===== src/include/fws_cfg.svh =====
// Constants for the flash write-status host controller.
// Assumes a 20 MHz clock and an asynchronous byte-wide flash on the far side.
`ifndef FWS_CFG_SVH
`define FWS_CFG_SVH
`define FWS_CLK_MHZ        20
`define FWS_SKIP_US        50
`define FWS_SKIP_CYC       (`FWS_SKIP_US * `FWS_CLK_MHZ)
`define FWS_BUS_PHASE      3
`define FWS_CMD_RESET      8'hF0
`define FWS_CMD_SUSPEND    8'hB0
`define FWS_CMD_RESUME     8'h30
`define FWS_BIT_POLL       7
`define FWS_BIT_TOG1       6
`define FWS_BIT_TFAIL      5
`define FWS_BIT_ETMR       3
`define FWS_BIT_TOG2       2
`define FWS_REG_CTRL       4'h0
`define FWS_REG_ADDR       4'h1
`define FWS_REG_DATA       4'h2
`define FWS_REG_STAT       4'h3
`define FWS_REG_LAST       4'h4
`define FWS_OP_WRITE       2'h0
`define FWS_OP_READ        2'h1
`define FWS_OP_POLL        2'h2
`define FWS_OP_TIMER       2'h3
`define FWS_RES_BUSY       2'h0
`define FWS_RES_DONE       2'h1
`define FWS_RES_FAIL       2'h2
`define FWS_RES_IDLE       2'h3
`endif


===== src/include/fws_pkg.sv =====
// Types shared by the flash write-status host controller.
// Assumes fws_cfg.svh is on the include path.
`default_nettype none
package fws_pkg;
  typedef struct packed {
    logic        cs_n;
    logic        oe_n;
    logic        we_n;
    logic [20:0] addr;
    logic [7:0]  dout;
    logic        doe;
  } fws_pins_t;
  typedef struct packed {
    logic       go;
    logic       wr;
    logic [20:0] addr;
    logic [7:0] data;
  } fws_cyc_t;
endpackage : fws_pkg
`default_nettype wire


===== src/hdl/fws_cycle.sv =====
// One asynchronous flash bus cycle, read or write, of fixed phase length.
// Assumes the flash meets its access time within one phase of the 20 MHz clock.
`default_nettype none
`include "fws_cfg.svh"
module fws_cycle
  import fws_pkg::*;
(
  input  wire logic       clk,      // System clock.
  input  wire logic       resetn,   // Asynchronous reset, active low.
  input  wire fws_cyc_t   req,      // Cycle request.
  input  wire logic [7:0] din,      // Flash data input.
  output logic            busy,     // Cycle in flight.
  output logic            done,     // Cycle finished pulse.
  output logic [7:0]      rdata,    // Captured read byte.
  output fws_pins_t       pins      // Flash pins.
);
  typedef enum logic [1:0] {FWS_IDLE, FWS_ACT, FWS_REL} fws_cst_t;
  fws_cst_t   st_r, st_nxt;
  logic [1:0] cnt_r, cnt_nxt;
  fws_pins_t  pins_r, pins_nxt;
  logic [7:0] rdata_r, rdata_nxt;
  logic       done_r, done_nxt;

  always_comb begin
    st_nxt    = st_r;
    cnt_nxt   = cnt_r;
    pins_nxt  = pins_r;
    rdata_nxt = rdata_r;
    done_nxt  = 1'b0;
    case (st_r)
      FWS_IDLE: begin
        if (req.go) begin
          pins_nxt.addr = req.addr;
          pins_nxt.dout = req.data;
          pins_nxt.doe  = req.wr;
          pins_nxt.cs_n = 1'b0;
          pins_nxt.we_n = ~req.wr;
          pins_nxt.oe_n = req.wr;
          cnt_nxt       = 2'(`FWS_BUS_PHASE);
          st_nxt        = FWS_ACT;
        end
      end
      FWS_ACT: begin
        if (cnt_r != 2'h0) begin
          cnt_nxt = cnt_r - 2'h1;
        end else begin
          // Status appears only while chip select and output strobe are low, so sample here.
          // strobed status read
          rdata_nxt     = din;
          pins_nxt.cs_n = 1'b1;
          pins_nxt.oe_n = 1'b1;
          pins_nxt.we_n = 1'b1;
          st_nxt        = FWS_REL;
        end
      end
      FWS_REL: begin
        pins_nxt.doe = 1'b0;
        done_nxt     = 1'b1;
        st_nxt       = FWS_IDLE;
      end
      default: st_nxt = FWS_IDLE;
    endcase
  end

  always_ff @(posedge clk or negedge resetn) begin
    if (!resetn) begin
      st_r    <= FWS_IDLE;
      cnt_r   <= 2'h0;
      pins_r  <= '{cs_n: 1'b1, oe_n: 1'b1, we_n: 1'b1, addr: 21'h0, dout: 8'h00, doe: 1'b0};
      rdata_r <= 8'h00;
      done_r  <= 1'b0;
    end else begin
      st_r    <= st_nxt;
      cnt_r   <= cnt_nxt;
      pins_r  <= pins_nxt;
      rdata_r <= rdata_nxt;
      done_r  <= done_nxt;
    end
  end

  assign busy  = (st_r != FWS_IDLE);
  assign done  = done_r;
  assign rdata = rdata_r;
  assign pins  = pins_r;
endmodule : fws_cycle
`default_nettype wire


===== src/hdl/fws_host.sv =====
// Host controller that writes flash commands and runs the status polling procedures.
// Assumes software on a plain register port and one flash device on the pins.
`default_nettype none
`include "fws_cfg.svh"
module fws_host
  import fws_pkg::*;
(
  input  wire logic        clk,          // System clock, 20 MHz.
  input  wire logic        resetn,       // Asynchronous reset, active low.
  input  wire logic [3:0]  reg_addr,     // Register address.
  input  wire logic [31:0] reg_wdata,    // Register write data.
  input  wire logic        reg_wr,       // Register write strobe.
  input  wire logic        reg_rd,       // Register read strobe.
  output logic [31:0]      reg_rdata,    // Register read data.
  output logic             flash_cs_n,   // Flash chip select.
  output logic             flash_oe_n,   // Flash output strobe.
  output logic             flash_we_n,   // Flash write strobe.
  output logic [20:0]      flash_addr,   // Flash address.
  output logic [7:0]       flash_dq_o,   // Flash data out.
  output logic             flash_dq_oe,  // Flash data drive enable.
  input  wire logic [7:0]  flash_dq_i,   // Flash data in.
  input  wire logic        ready_busy_n  // Flash ready line, pulled up.
);
  typedef enum logic [2:0] {FWS_H_IDLE, FWS_H_RD1, FWS_H_RD2, FWS_H_RECHK, FWS_H_RST, FWS_H_WAIT} fws_hst_t;

  // Returns true when the toggle bit differs between two status reads.
  function automatic logic fws_toggled(input logic [7:0] a, input logic [7:0] b);
    return a[`FWS_BIT_TOG1] != b[`FWS_BIT_TOG1];
  endfunction : fws_toggled

  // ---------------------------------------------------------------
  // Registers and sequencer
  // ---------------------------------------------------------------
  fws_hst_t    st_r, st_nxt;
  logic [20:0] addr_r, addr_nxt;
  logic [7:0]  data_r, data_nxt;
  logic [7:0]  first_r, first_nxt;
  logic [7:0]  last_r, last_nxt;
  logic [1:0]  res_r, res_nxt;
  logic        issued_r, issued_nxt;
  logic [15:0] gap_r, gap_nxt;
  logic        gap_ok_r, gap_ok_nxt;
  logic [31:0] rdata_r, rdata_nxt;
  fws_cyc_t    cyc;
  logic        cyc_busy;
  logic        cyc_done;
  logic [7:0]  cyc_rdata;
  fws_pins_t   pins;
  logic        start;
  logic [1:0]  op;

  // A new order is taken only when neither the sequencer nor the bus cycle is in flight.
  assign start = reg_wr && (reg_addr == `FWS_REG_CTRL) && (st_r == FWS_H_IDLE) && !cyc_busy;
  assign op    = reg_wdata[1:0];

  always_comb begin
    st_nxt     = st_r;
    addr_nxt   = addr_r;
    data_nxt   = data_r;
    first_nxt  = first_r;
    last_nxt   = last_r;
    res_nxt    = res_r;
    issued_nxt = 1'b0;
    gap_nxt    = gap_r;
    gap_ok_nxt = gap_ok_r;
    rdata_nxt  = 32'h0;
    cyc        = '{go: 1'b0, wr: 1'b0, addr: addr_r, data: data_r};
    if (reg_wr && reg_addr == `FWS_REG_ADDR) addr_nxt = reg_wdata[20:0];
    if (reg_wr && reg_addr == `FWS_REG_DATA) data_nxt = reg_wdata[7:0];
    if (gap_r != 16'h0) gap_nxt = gap_r - 16'h1;
    gap_ok_nxt = (gap_r != 16'h0);
    case (st_r)
      FWS_H_IDLE: begin
        if (start) begin
          res_nxt = `FWS_RES_BUSY;
          case (op)
            `FWS_OP_WRITE: begin
              cyc.go = 1'b1;
              cyc.wr = 1'b1;
              gap_nxt = 16'(`FWS_SKIP_CYC);
              st_nxt  = FWS_H_WAIT;
            end
            `FWS_OP_READ, `FWS_OP_TIMER: begin
              cyc.go = 1'b1;
              st_nxt = FWS_H_WAIT;
            end
            default: begin
              cyc.go = 1'b1;
              st_nxt = FWS_H_RD1;
            end
          endcase
        end
      end
      FWS_H_RD1: begin
        if (cyc_done) begin
          first_nxt = cyc_rdata;
          cyc.go    = 1'b1;
          st_nxt    = FWS_H_RD2;
        end
      end
      FWS_H_RD2: begin
        if (cyc_done) begin
          last_nxt = cyc_rdata;
          if (!fws_toggled(first_r, cyc_rdata)) begin
            res_nxt = `FWS_RES_DONE;
            st_nxt  = FWS_H_IDLE;
          end else if (cyc_rdata[`FWS_BIT_TFAIL]) begin
            first_nxt = cyc_rdata;
            cyc.go    = 1'b1;
            st_nxt    = FWS_H_RECHK;
          end else begin
            first_nxt = cyc_rdata;
            cyc.go    = 1'b1;
          end
        end
      end
      FWS_H_RECHK: begin
        if (cyc_done) begin
          last_nxt = cyc_rdata;
          if (!fws_toggled(first_r, cyc_rdata)) begin
            res_nxt = `FWS_RES_DONE;
            st_nxt  = FWS_H_IDLE;
          end else begin
            res_nxt  = `FWS_RES_FAIL;
            cyc.go   = 1'b1;
            cyc.wr   = 1'b1;
            cyc.data = `FWS_CMD_RESET;
            st_nxt   = FWS_H_RST;
          end
        end
      end
      FWS_H_RST: begin
        if (cyc_done) st_nxt = FWS_H_IDLE;
      end
      FWS_H_WAIT: begin
        if (cyc_done) begin
          last_nxt   = cyc_rdata;
          res_nxt    = `FWS_RES_DONE;
          issued_nxt = 1'b1;
          st_nxt     = FWS_H_IDLE;
        end
      end
      default: st_nxt = FWS_H_IDLE;
    endcase
    if (reg_rd) begin
      case (reg_addr)
        `FWS_REG_ADDR: rdata_nxt = {11'h0, addr_r};
        `FWS_REG_DATA: rdata_nxt = {24'h0, data_r};
        `FWS_REG_STAT: rdata_nxt = {26'h0, gap_ok_r, ready_busy_n, (st_r != FWS_H_IDLE), issued_r, res_r};
        `FWS_REG_LAST: rdata_nxt = {24'h0, last_r};
        default:       rdata_nxt = 32'h0;
      endcase
    end
  end

  always_ff @(posedge clk or negedge resetn) begin
    if (!resetn) begin
      st_r     <= FWS_H_IDLE;
      addr_r   <= 21'h0;
      data_r   <= 8'h00;
      first_r  <= 8'h00;
      last_r   <= 8'h00;
      res_r    <= `FWS_RES_IDLE;
      issued_r <= 1'b0;
      gap_r    <= 16'h0;
      gap_ok_r <= 1'b0;
      rdata_r  <= 32'h0;
    end else begin
      st_r     <= st_nxt;
      addr_r   <= addr_nxt;
      data_r   <= data_nxt;
      first_r  <= first_nxt;
      last_r   <= last_nxt;
      res_r    <= res_nxt;
      issued_r <= issued_nxt;
      gap_r    <= gap_nxt;
      gap_ok_r <= gap_ok_nxt;
      rdata_r  <= rdata_nxt;
    end
  end

  fws_cycle u_cycle (
    .clk    (clk),
    .resetn (resetn),
    .req    (cyc),
    .din    (flash_dq_i),
    .busy   (cyc_busy),
    .done   (cyc_done),
    .rdata  (cyc_rdata),
    .pins   (pins)
  );

  assign reg_rdata   = rdata_r;
  assign flash_cs_n  = pins.cs_n;
  assign flash_oe_n  = pins.oe_n;
  assign flash_we_n  = pins.we_n;
  assign flash_addr  = pins.addr;
  assign flash_dq_o  = pins.dout;
  assign flash_dq_oe = pins.doe;
endmodule : fws_host
`default_nettype wire


===== config.mk =====
export PLATFORM = sky130hd
export DESIGN_NAME = fws_host
export DESIGN_NICKNAME = d
export VERILOG_FILES = /design/src/include/fws_pkg.sv /design/src/hdl/fws_cycle.sv /design/src/hdl/fws_host.sv
export VERILOG_INCLUDE_DIRS = /design/src /design/src/include
export SDC_FILE = /design/constraint.sdc
export NUM_CORES = 1
export LEC_CHECK = 0
export ABC_AREA = 1
export BUFFER_PORTS_ARGS = -buffer_cell sky130_fd_sc_hd__buf_4
export CAP_MARGIN = 20
export CORE_MARGIN = 2
export CORE_UTILIZATION = 55
export CTS_BUF_LIST = sky130_fd_sc_hd__clkbuf_4 sky130_fd_sc_hd__clkbuf_8 sky130_fd_sc_hd__clkbuf_16
export CTS_CLUSTER_DIAMETER = 100
export DETAILED_ROUTE_END_ITERATION = 7
export PLACE_DENSITY = 0.8
export SYNTH_ARGS = -nofsm -noshare
export SYNTH_HDL_FRONTEND = slang
export SYNTH_SLANG_ARGS = --single-unit

===== constraint.sdc =====
create_clock -name clk -period 3.7 [get_ports clk]
set_clock_uncertainty 0.1 [all_clocks]
set_input_delay 0.185 -clock clk [delete_from_list [all_inputs] [get_ports clk]]
set_output_delay 0.185 -clock clk [all_outputs]
set_load 0.02 [all_outputs]

; ---- Yosys cells after proc, flatten, opt, wreduce, memory -nomap -nowiden
; Cells that the tools add are included.
[classes]
eq_ne = 26
mux = 51
n_reduce_logical = 31
bitwise = 2
n_addsub = 2
[ops]
columns = cell, count
row1 = $pmux 21 s4, 1
row2 = $mux 16, 4
row3 = $mux 33, 1
row4 = $mux 3, 10
row5 = $mux 2, 13
row6 = $mux 8, 3
row7 = $mux 21, 1
row8 = $mux 7, 3
row9 = $reduce_bool 16->1, 1
row10 = $sub 16x1->16 const B, 1
row11 = $pmux 3 s5, 1
row12 = $pmux 7 s2, 1
row13 = $ne 2x1->1 const B, 6
row14 = $reduce_and 6->1, 2
row15 = $ne 2x2->1 const B, 5
row16 = $reduce_and 2->1, 5
row17 = $reduce_bool 2->1, 5
row18 = $eq 4x2->1 const B, 2
row19 = $pmux 2 s2, 2
row20 = $pmux 2 s4, 1
row21 = $eq 3x2->1 const B, 2
row22 = $eq 3x3->1 const B, 2
row23 = $mux 1, 6
row24 = $pmux 3 s2, 1
row25 = other kinds (22), 33
[totals]
output_inout_bits = 65
ff_bits = 145
input_bits = 49
wordCells = 132

; ---- Longest topological paths before layout
; Gate-level depths: netlist (run 1).
[logic_depth]
word_depth = 9
ltp_mapped = 10
depth_no_buf = 9

; ---- Hierarchy
; Synthesis (run 1) repeated with hierarchy kept, for this count alone.
[unflattened]
hier_cells = 720
hier_area_um2 = 5923.2
[by_module_without_submodules]
columns = module, cells_per_inst, seq_area_each_um2, area_per_inst_um2, n_inst
row1 = fws_host, 508, 2054.5, 4017.6, 1
row2 = fws_cycle, 212, 1154.9, 1905.6, 1

; ---- Worst setup path after synthesis (run 1)
; Ideal clock, no wire load.
[synth_path]
path_type = reg-to-reg
startpoint = register u_cycle.st_r[1]
endpoint = register u_cycle.pins_r, in the netlist u_cycle.pins[5]
synth_period_minus_slack_ns = 1.496
setup_slack_ns = 2.204
setup_time_ns = 0.119
stages_incl_launch_ff = 8
t_arrival_ns = 1.277
n_path_buf = 1
cell_sequence = dfrtp_1 > nor2_4 > inv_1 > nor2_1 > nand2_4 > buf_6 > nand2_1 > o21ai_2
[synth_between]
elab_chain_cells = 6
elab_cells_between_ends = 7
classes_between = mux (2) / reduce/logical (5)
[synth_rtl]
columns = element, line_no
row1 = start: declaration, fws_cycle.sv:18  ; fws_cst_t st_r, st_nxt;
row2 = start signal: assignment, fws_cycle.sv:73  ; st_r <= st_nxt;
row3 = $reduce_bool 2->1, fws_cycle.sv:81  ; assign busy = (st_r != FWS_IDLE);
row4 = $logic_not 1->1, fws_host.sv:53  ; assign start = reg_wr && (reg_addr == `FWS_REG_CTRL) && (st_r == FWS_H_IDLE) && !cyc_busy;
row5 = $logic_and 1x1->1, fws_host.sv:53
row6 = $mux 2, fws_host.sv:74  ; if (start) begin
row7 = $pmux 1 s4, fws_host.sv:72  ; case (st_r)
row8 = $reduce_and 2->1 (no source line) *, --
row9 = end signal: assignment, fws_cycle.sv:69  ; pins_r <= '{cs_n: 1'b1, oe_n: 1'b1, we_n: 1'b1, addr: 21'h0, dout: 8'h00, doe: 1'b0};
row10 = end signal: assignment, fws_cycle.sv:75  ; pins_r <= pins_nxt;
row11 = end: declaration, fws_cycle.sv:20  ; fws_pins_t pins_r, pins_nxt;
; Mark *: on every way between the ends. The rest lies on a longest branch, timed or not.
; A chain may end at the register's enable or synchronous reset.

; ---- Worst setup path in the final report (run 1)
[layout_path]
startpoint = register u_cycle.st_r[1]
endpoint = register u_cycle.pins_r, in the netlist u_cycle.pins[21]
; Same word-level chain as after synthesis.

==> flow_summary_export.csv, run 1 <==
group,metric,value,unit
outcome,status,"finished, final reports clean",
logic_synthesis,ys_seq_area_share,55.7,%
routing,viasPerCell,5.12,
logic_synthesis,synth_area,5770,sq um
routing,num_vias,4903,
pwr,powerDensity,682,nW/um^2
logic_synthesis,ys_seq_elements,128,
setup_path,r2r-start,"u_cycle.st_r[1]",
logic_synthesis,yosysWarnings,0,
clock_tree,tritoncts,"built",
pwr,cellInternalPower,0.00320,W
clock_tree,cts_inserted_buffers,17,
place,port_buffers,91,
clock_tree,cts-root-buf,"clkbuf_8",
setup_path,cp-start-kind,"flop",
routing,first_pass_iters,5,
pwr,p_seq_share,41.0,%
cells_and_area,syn_to_final_growth,27.6,%
logic_synthesis,avgSynthCellArea,8.48,sq um
min_path,worstHoldPathCells,6,
cells_and_area,multi_input_area,2100,sq um
setup_path,cp_max_fo,63,
routing,detail-route-antenna-nets,0,
global_routing,grt_usage,25.8,%
pwr,switchingPower,0.00182,W
clock_tree,cts_buffer_depth,2,
setup_path,critical_path.cell_chain,"nor2_4, inv_1, nor2_1, nand2_4, nand2_1, o21ai_2",
cells_and_area,antennaDiodeCount,0,
setup_path,cp.required,3990,ps
pwr,p_leak,3.87,nW
timing,tns,0,ps
floorplanning,die_area,11300,sq um
clock_tree,hold_buffers,32,
cells_and_area,nets,861,
global_routing,globalRoute.totalOverflow,0,
setup_path,crit_arrival,2520,ps
timing,final.period_utilization,60.2,%
min_path,min_from,"reg_wr",
pwr,clockPowerShare,31.3,%
floorplanning,core_area,10200,sq um
timing,holdWs,123,ps
global_routing,antenna_found_initial,0,
pwr,total_power,0.00502,W
floorplanning,pin_count,114,
logic_synthesis,yosysUniqueCellTypes,30,
floorplanning,rows,37,
setup_path,slowest_delay,530,ps
timing,slew_violations,0,
pwr,vdd_drop_max,0.352,mV
timing,max-slew-margin-rel,41.0,%
cells_and_area,nFillCells,729,
clock_tree,cts.reportedPaths.clkPinSlew,70,ps
min_path,hold-path-endpoint,"gap_r[15]",
run,cap_violations,0,
clock_tree,h-tree-depth,4,
setup_path,path_class,"reg -> reg",
routing,drt-total-wl,13800,um
setup_path,crit_buf_inv,1,
timing,worst_pin_slew,885,ps
clock_tree,post_cts_resized,0,
floorplanning,die_w,106,um
setup_path,cp_top_family,"simple AND/OR/NAND/NOR gates",
routing,avgRoutedWirePerCell,14.4,um
logic_synthesis,syn_inst,680,
timing,min_period,2230,ps
timing,max_freq,0.449,GHz
min_path,hp-class,"in -> reg",
cells_and_area,layout-drive-gt1-share,20.3,%
clock_tree,clkSinkCount,128,
floorplanning,initial_core_util,56.4,%
cells_and_area,seqCellArea,3210,sq um
timing,rsz0062_at_grt,"no",
floorplanning,die_y,106,um
place,hpwl,9020,um
routing,drc,0,
setup_path,reg2reg_to,"u_cycle.pins[21]",
clock_tree,clkLatencyLatePin,530,ps
routing,dr.first_iter.drc_count,311,
timing,setup_viol,0,
pwr,combinationalPowerShare,27.7,%
global_routing,grt_pass1_wl,22800,um
global_routing,grt_max_degree,72,
setup_path,crit_slowest_cell,"nand2_4",
setup_path,r2r_slack,1470,ps
timing,hold_viol_final,0,
clock_tree,post_cts_buffers,0,
pwr,switching_share,36.3,%
place,gp_congestion,0.880,
global_routing,grt_pass1_vias,4920,
setup_path,worstRegToRegCells,6,
setup_path,cp-end-kind,"flop",
-- power by group through the flow --
stage | combinational (W) | sequential, W | clock [W]
after floorplan | 0.000721 | 0.00219 | 0
after global placement | 0.00130 | 0.00205 | 0
after detailed placement | 0.00135 | 0.00207 | 0
after CTS | 0.00139 | 0.00205 | 0.00158
after global routing | 0.00154 | 0.00209 | 0.00165
final | 0.00139 | 0.00206 | 0.00157
-- registers in the layout (all words and copies together) (netlist names) --
name and flops:
reg_rdata 21, last_r 8, u_cycle.cnt_r 2, u_cycle.pins 33
res_r 2, st_r 3, first_r 1, u_cycle.rdata 8
data_r 8, u_cycle.st_r 2, gap_ok_r 1, issued_r 1
gap_r 16, addr_r 21, u_cycle.done 1
-- cell type report --
| type | instances | share of cell area (%) |
|---|---|---|
| sequential | 128 | 43.6 |
| clock buffer | 17 | 5.63 |
| inverter | 81 | 4.13 |
| timing repair buffer | 126 | 13.9 |
| clock inverter | 15 | 1.87 |
| multi-input combinational | 455 | 28.5 |
| tap | 136 | 2.31 |
-- cell usage in the layout, fill, tap and decap left out, types with 2 or more instances in the layout --
master	Yosys	routed
nand3_1	28	28
xor2_1	4	4
nor3_1	2	2
o21ai_0	38	38
nor2_4	2	2
inv_1	76	76
buf_4	12	94
nand3b_1	7	7
dfstp_2	5	5
o211ai_1	3	3
ha_1	3	3
o21ai_1	8	8
clkbuf_16	0	16
nor2_1	91	91
dfrtp_1	123	123
conb_1	1	11
inv_2	5	5
nand4_1	9	9
nand2_2	2	2
a21oi_1	15	15
clkinvlp_4	0	2
o22ai_1	6	6
dlygate4sd3_1	0	32
inv_8	0	5
or2_2	3	3
nand2_1	198	198
inv_6	0	7
o21ai_2	21	21
-- layer usage --
layer,vias up,wire length [um],global-route usage (%)
met5,-,0,0
met4,0,394,11.9
met3,34,678,4.78
met2,171,6940,43.8
met1,2328,5810,32.2
li1,2370,-,-
-- per-stage QoR --
| step | utilization [%] | setup slack [ps] | instance area [sq um] | std cells |
|---|---|---|---|---|
| floorplan | - | 2200 | 5800 | 690 |
| global placement | 63.4 | 1610 | 6480 | 894 |
| detailed placement | 63.4 | 1560 | 6480 | 894 |
| CTS | 71.9 | 1500 | 7360 | 958 |
| global route | 71.9 | 1350 | 7360 | 958 |
| finish | 71.9 | 1470 | 7360 | 958 |
-- cells in the mapped netlist, drive strengths merged --
cell type / n / share of area [%]
a21oi: 15 / 1.3
buf: 23 / 3.2
clkbuf: 3 / 0.20
conb: 1 / 0.065
dfrtp: 123 / 53
dfstp: 5 / 2.3
ha: 3 / 0.65
inv: 81 / 5.3
nand2: 201 / 13
nand3: 29 / 2.6
nand3b: 7 / 0.91
nand4: 9 / 0.98
nor2: 94 / 6.4
nor3: 2 / 0.17
nor3b: 1 / 0.13
o211ai: 3 / 0.39
o21ai: 67 / 7.2
o22ai: 6 / 0.65
or2: 3 / 0.33
xor2: 4 / 0.61
-- worst reg2reg max path, stage by stage, from the launching register on --
cell	delay, ps
dfrtp_1	430
nor2_4	150
inv_1	70
nor2_1	430
nand2_4	540
nand2_1	300
o21ai_2	70
-- how the worst max path moves through the flow --
stage                          from  cells after the start  slack, ps                to
floorplan           u_cycle.st_r[1]                      7       2200   u_cycle.pins[5]
global placement    u_cycle.st_r[1]                      6       1610  u_cycle.pins[27]
detailed placement  u_cycle.st_r[1]                      6       1560  u_cycle.pins[20]
CTS                 u_cycle.st_r[1]                      6       1500  u_cycle.pins[21]
global route        u_cycle.st_r[1]                      6       1350  u_cycle.pins[20]
finish              u_cycle.st_r[1]                      6       1470  u_cycle.pins[21]
-- logic make-up after synthesis --
kind of cell	synth area share, %
fa+ha+maj	0.651
buf+inv	8.64
xor+xnor	0.608
flops	55.7
compound gates	9.53
other cells	0.0650
simple gates	24.8
No activity file was read; power rests on OpenSTA's default activity.
==> run 2, diff against run 1 <==
--- a/config.mk
+++ b/config.mk
@@ -6,15 +6,15 @@
 export SDC_FILE = /design/constraint.sdc
 export NUM_CORES = 1
 export LEC_CHECK = 0
-export ABC_AREA = 1
+export ABC_AREA = 0
 export BUFFER_PORTS_ARGS = -buffer_cell sky130_fd_sc_hd__buf_4
 export CAP_MARGIN = 20
 export CORE_MARGIN = 2
-export CORE_UTILIZATION = 55
+export CORE_UTILIZATION = 50
 export CTS_BUF_LIST = sky130_fd_sc_hd__clkbuf_4 sky130_fd_sc_hd__clkbuf_8 sky130_fd_sc_hd__clkbuf_16
 export CTS_CLUSTER_DIAMETER = 100
 export DETAILED_ROUTE_END_ITERATION = 7
-export PLACE_DENSITY = 0.8
+export PLACE_DENSITY = 0.76
 export SYNTH_ARGS = -nofsm -noshare
 export SYNTH_HDL_FRONTEND = slang
 export SYNTH_SLANG_ARGS = --single-unit
==> constraint.sdc (replaced) <==
create_clock -name clk -period 1.9 [get_ports clk]
set_clock_uncertainty 0.1 [all_clocks]
set_input_delay 0.095 -clock clk [delete_from_list [all_inputs] [get_ports clk]]
set_output_delay 0.095 -clock clk [all_outputs]
set_load 0.02 [all_outputs]
==> flow_summary_export.csv, run 2 <==
group,metric,value,unit
setup_path,cp-start-kind,"flop",
logic_synthesis,synth-edff-count,0,
global_routing,antenna_found_initial,0,
floorplanning,rows,38,
timing,final.period_utilization,106,%
timing,worst_slack,-110,ps
clock_tree,clkLatencyLatePin,420,ps
global_routing,grt_usage,22.6,%
logic_synthesis,yosys.area.top_type_share,54.0,%
global_routing,globalRoute.totalOverflow,0,
cells_and_area,largest_reg_flops,33,
clock_tree,cts_buffer_depth,2,
timing,setup_viol,23,
outcome,status,"finished, violations left",
cells_and_area,postLayoutCoreUtil,71.6,%
logic_synthesis,yosysMostFrequentCell,"dfrtp_1",
global_routing,grt_max_degree,60,
cells_and_area,final_area,7860,sq um
logic_synthesis,ys_seq_area_share,56.3,%
pwr,powerDensity,1330,nW/um^2
timing,holdWs,107,ps
logic_synthesis,synth_area,5700,sq um
setup_path,cp_max_fo,20,
timing,max_freq,0.497,GHz
place,hpwl,9030,um
logic_synthesis,synth-async-reset-ratio,100,%
global_routing,grt_pass1_vias,4322,
logic_synthesis,synthTopCellsByArea,"dfrtp_1, mux2_2, mux2_4",
clock_tree,clkSinkCount,128,
routing,avgRoutedWirePerCell,16.9,um
routing,detail-route-antenna-nets,0,
logic_synthesis,synth_top_cell_by_area,"dfrtp_1",
outcome,violations,"setup timing",
setup_path,crit_arrival,2210,ps
timing,min_period,2010,ps
routing,drc,0,
run,cap_violations,0,
routing,viasPerCell,5.36,
logic_synthesis,yosysWarnings,0,
floorplanning,core_area,11000,sq um
setup_path,cp-end-kind,"flop",
cells_and_area,final_common_cell,"buf_4",
timing,worst_pin_slew,539,ps
clock_tree,cts_inserted_buffers,17,
cells_and_area,layout_common_cells,"buf_4, dfrtp_1, mux2_2",
pwr,vdd_drop_max,0.933,mV
logic_synthesis,synthTopCellsByCount,"dfrtp_1, mux2_2, nor2_1",
setup_path,cp.required,2100,ps
clock_tree,cts.reportedPaths.clkPinSlew,50,ps
cells_and_area,layout-drive-gt1-share,41.4,%
global_routing,grt_pass1_wl,21900,um
timing,slew_violations,0,
cells_and_area,syn_to_final_growth,37.9,%
setup_path,path_class,"reg -> reg",
logic_synthesis,synth-main-ff-cell,"dfrtp_1",
place,dp_slack,-118,ps
clock_tree,post_cts_buffers,0,
floorplanning,die_w,111,um
routing,first_pass_iters,4,
logic_synthesis,yosysUniqueCellTypes,57,
place,gp_congestion,0.859,
floorplanning,die_area,12300,sq um
timing,max-slew-margin-rel,63.9,%
place,port_buffers,91,
routing,dr.first_iter.drc_count,297,
floorplanning,initial_core_util,51.9,%
cells_and_area,nets,689,
timing,rsz0062_at_grt,"yes",
place,dpl-instance-area,6880,sq um
logic_synthesis,syn_inst,459,
routing,drt-total-wl,13300,um
floorplanning,pin_count,114,
logic_synthesis,ys_seq_elements,128,
logic_synthesis,avgSynthCellArea,12.4,sq um
min_path,hp-class,"in -> reg",
cells_and_area,antennaDiodeCount,0,
pwr,p_leak,3.94,nW
pwr,total_power,0.0104,W
clock_tree,h-tree-depth,4,
clock_tree,tritoncts,"built",
clock_tree,cts-root-buf,"clkbuf_16",
routing,num_vias,4237,
floorplanning,die_y,111,um
timing,hold_viol_final,0,
-- run 2: layout make-up --
class                           count  area [sq um]
Clock buffer                       22           475
Clock inverter                     10          88.8
Fill cell                         759          3120
Inverter                           16          60.1
Multi-Input combinational cell    294          2360
Sequential cell                   128          3210
Tap cell                          140           175
Timing Repair Buffer              180          1490
-- run 2: cells by family (layout without fill, tap and decap cells) --
kind of cell             count (synthesis)  count (layout)  synth area share [%]
multiplexers                            86              86                  17.5
XOR/XNOR                                 4               4                 0.615
AO/OA/AOI/OAI                           53              53                  6.65
flip-flops                             128             128                  56.3
other                                    1              11                0.0658
adder cells (fa/ha/maj)                  3               3                 0.658
AND/OR/NAND/NOR                        137             137                  13.8
buffers and inverters                   47             228                  4.43
-- run 2: final timing paths --
| path | start | end | slack, ps | depth (start not counted) |
|---|---|---|---|---|
| max in group asynchronous | resetn | addr_r[13] | 680 | 3 |
| min in group asynchronous | resetn | reg_rdata[11] | 150 | 3 |
| hold / removal | reg_addr[3] | reg_rdata[7] | 110 | 4 |
| hold reg to reg | res_r[1] | res_r[1] | 390 | 2 |
| setup / recovery | st_r[2] | u_cycle.pins[27] | -110 | 5 |
| setup reg to reg | st_r[2] | u_cycle.pins[27] | -110 | 5 |
-- run 2: routing by layer --
| layer | up-vias | part of all wire, % | GRT usage [%] | wire, um |
|---|---|---|---|---|
| met5 | - | 0 | 0 | 0 |
| met2 | 139 | 49 | 36.0 | 6470 |
| li1 | 1977 | - | - | - |
| met4 | 0 | 1.9 | 8.92 | 256 |
| met1 | 2102 | 44 | 29.8 | 5910 |
| met3 | 19 | 5.2 | 5.69 | 686 |
-- run 2: report_power, final --
| group | internal, W | total, W | switching (W) | leakage, nW |
|---|---|---|---|---|
| logic | 0.00177 | 0.00332 | 0.00155 | 2.05 |
| registers | 0.00352 | 0.00406 | 0.000538 | 1.62 |
| clock network | 0.00190 | 0.00305 | 0.00115 | 0.272 |
-- run 2: per-stage QoR --
stage | TNS (ps) | cells
finish | -2090 | 790
global route | -3980 | 790
CTS | -1880 | 790
detailed placement | -2360 | 725
global placement | -1780 | 725
floorplan | -178 | 469
-- run 2: critical path, cell delays in order, from the launching register on --
cell,delay (ps)
dfrtp_1,400
buf_4,140
or3_1,360
a211o_2,390
buf_12,180
mux2_4,310
-- run 2: what timing repair did --
action | 4_1_cts | 5_1_grt
pin swaps | 1 | 2
setup endpoints to repair | 25 | 48
gates resized for setup | 5 | 11
hold buffers | 33 | 0
hold endpoints to repair | 174 | 0
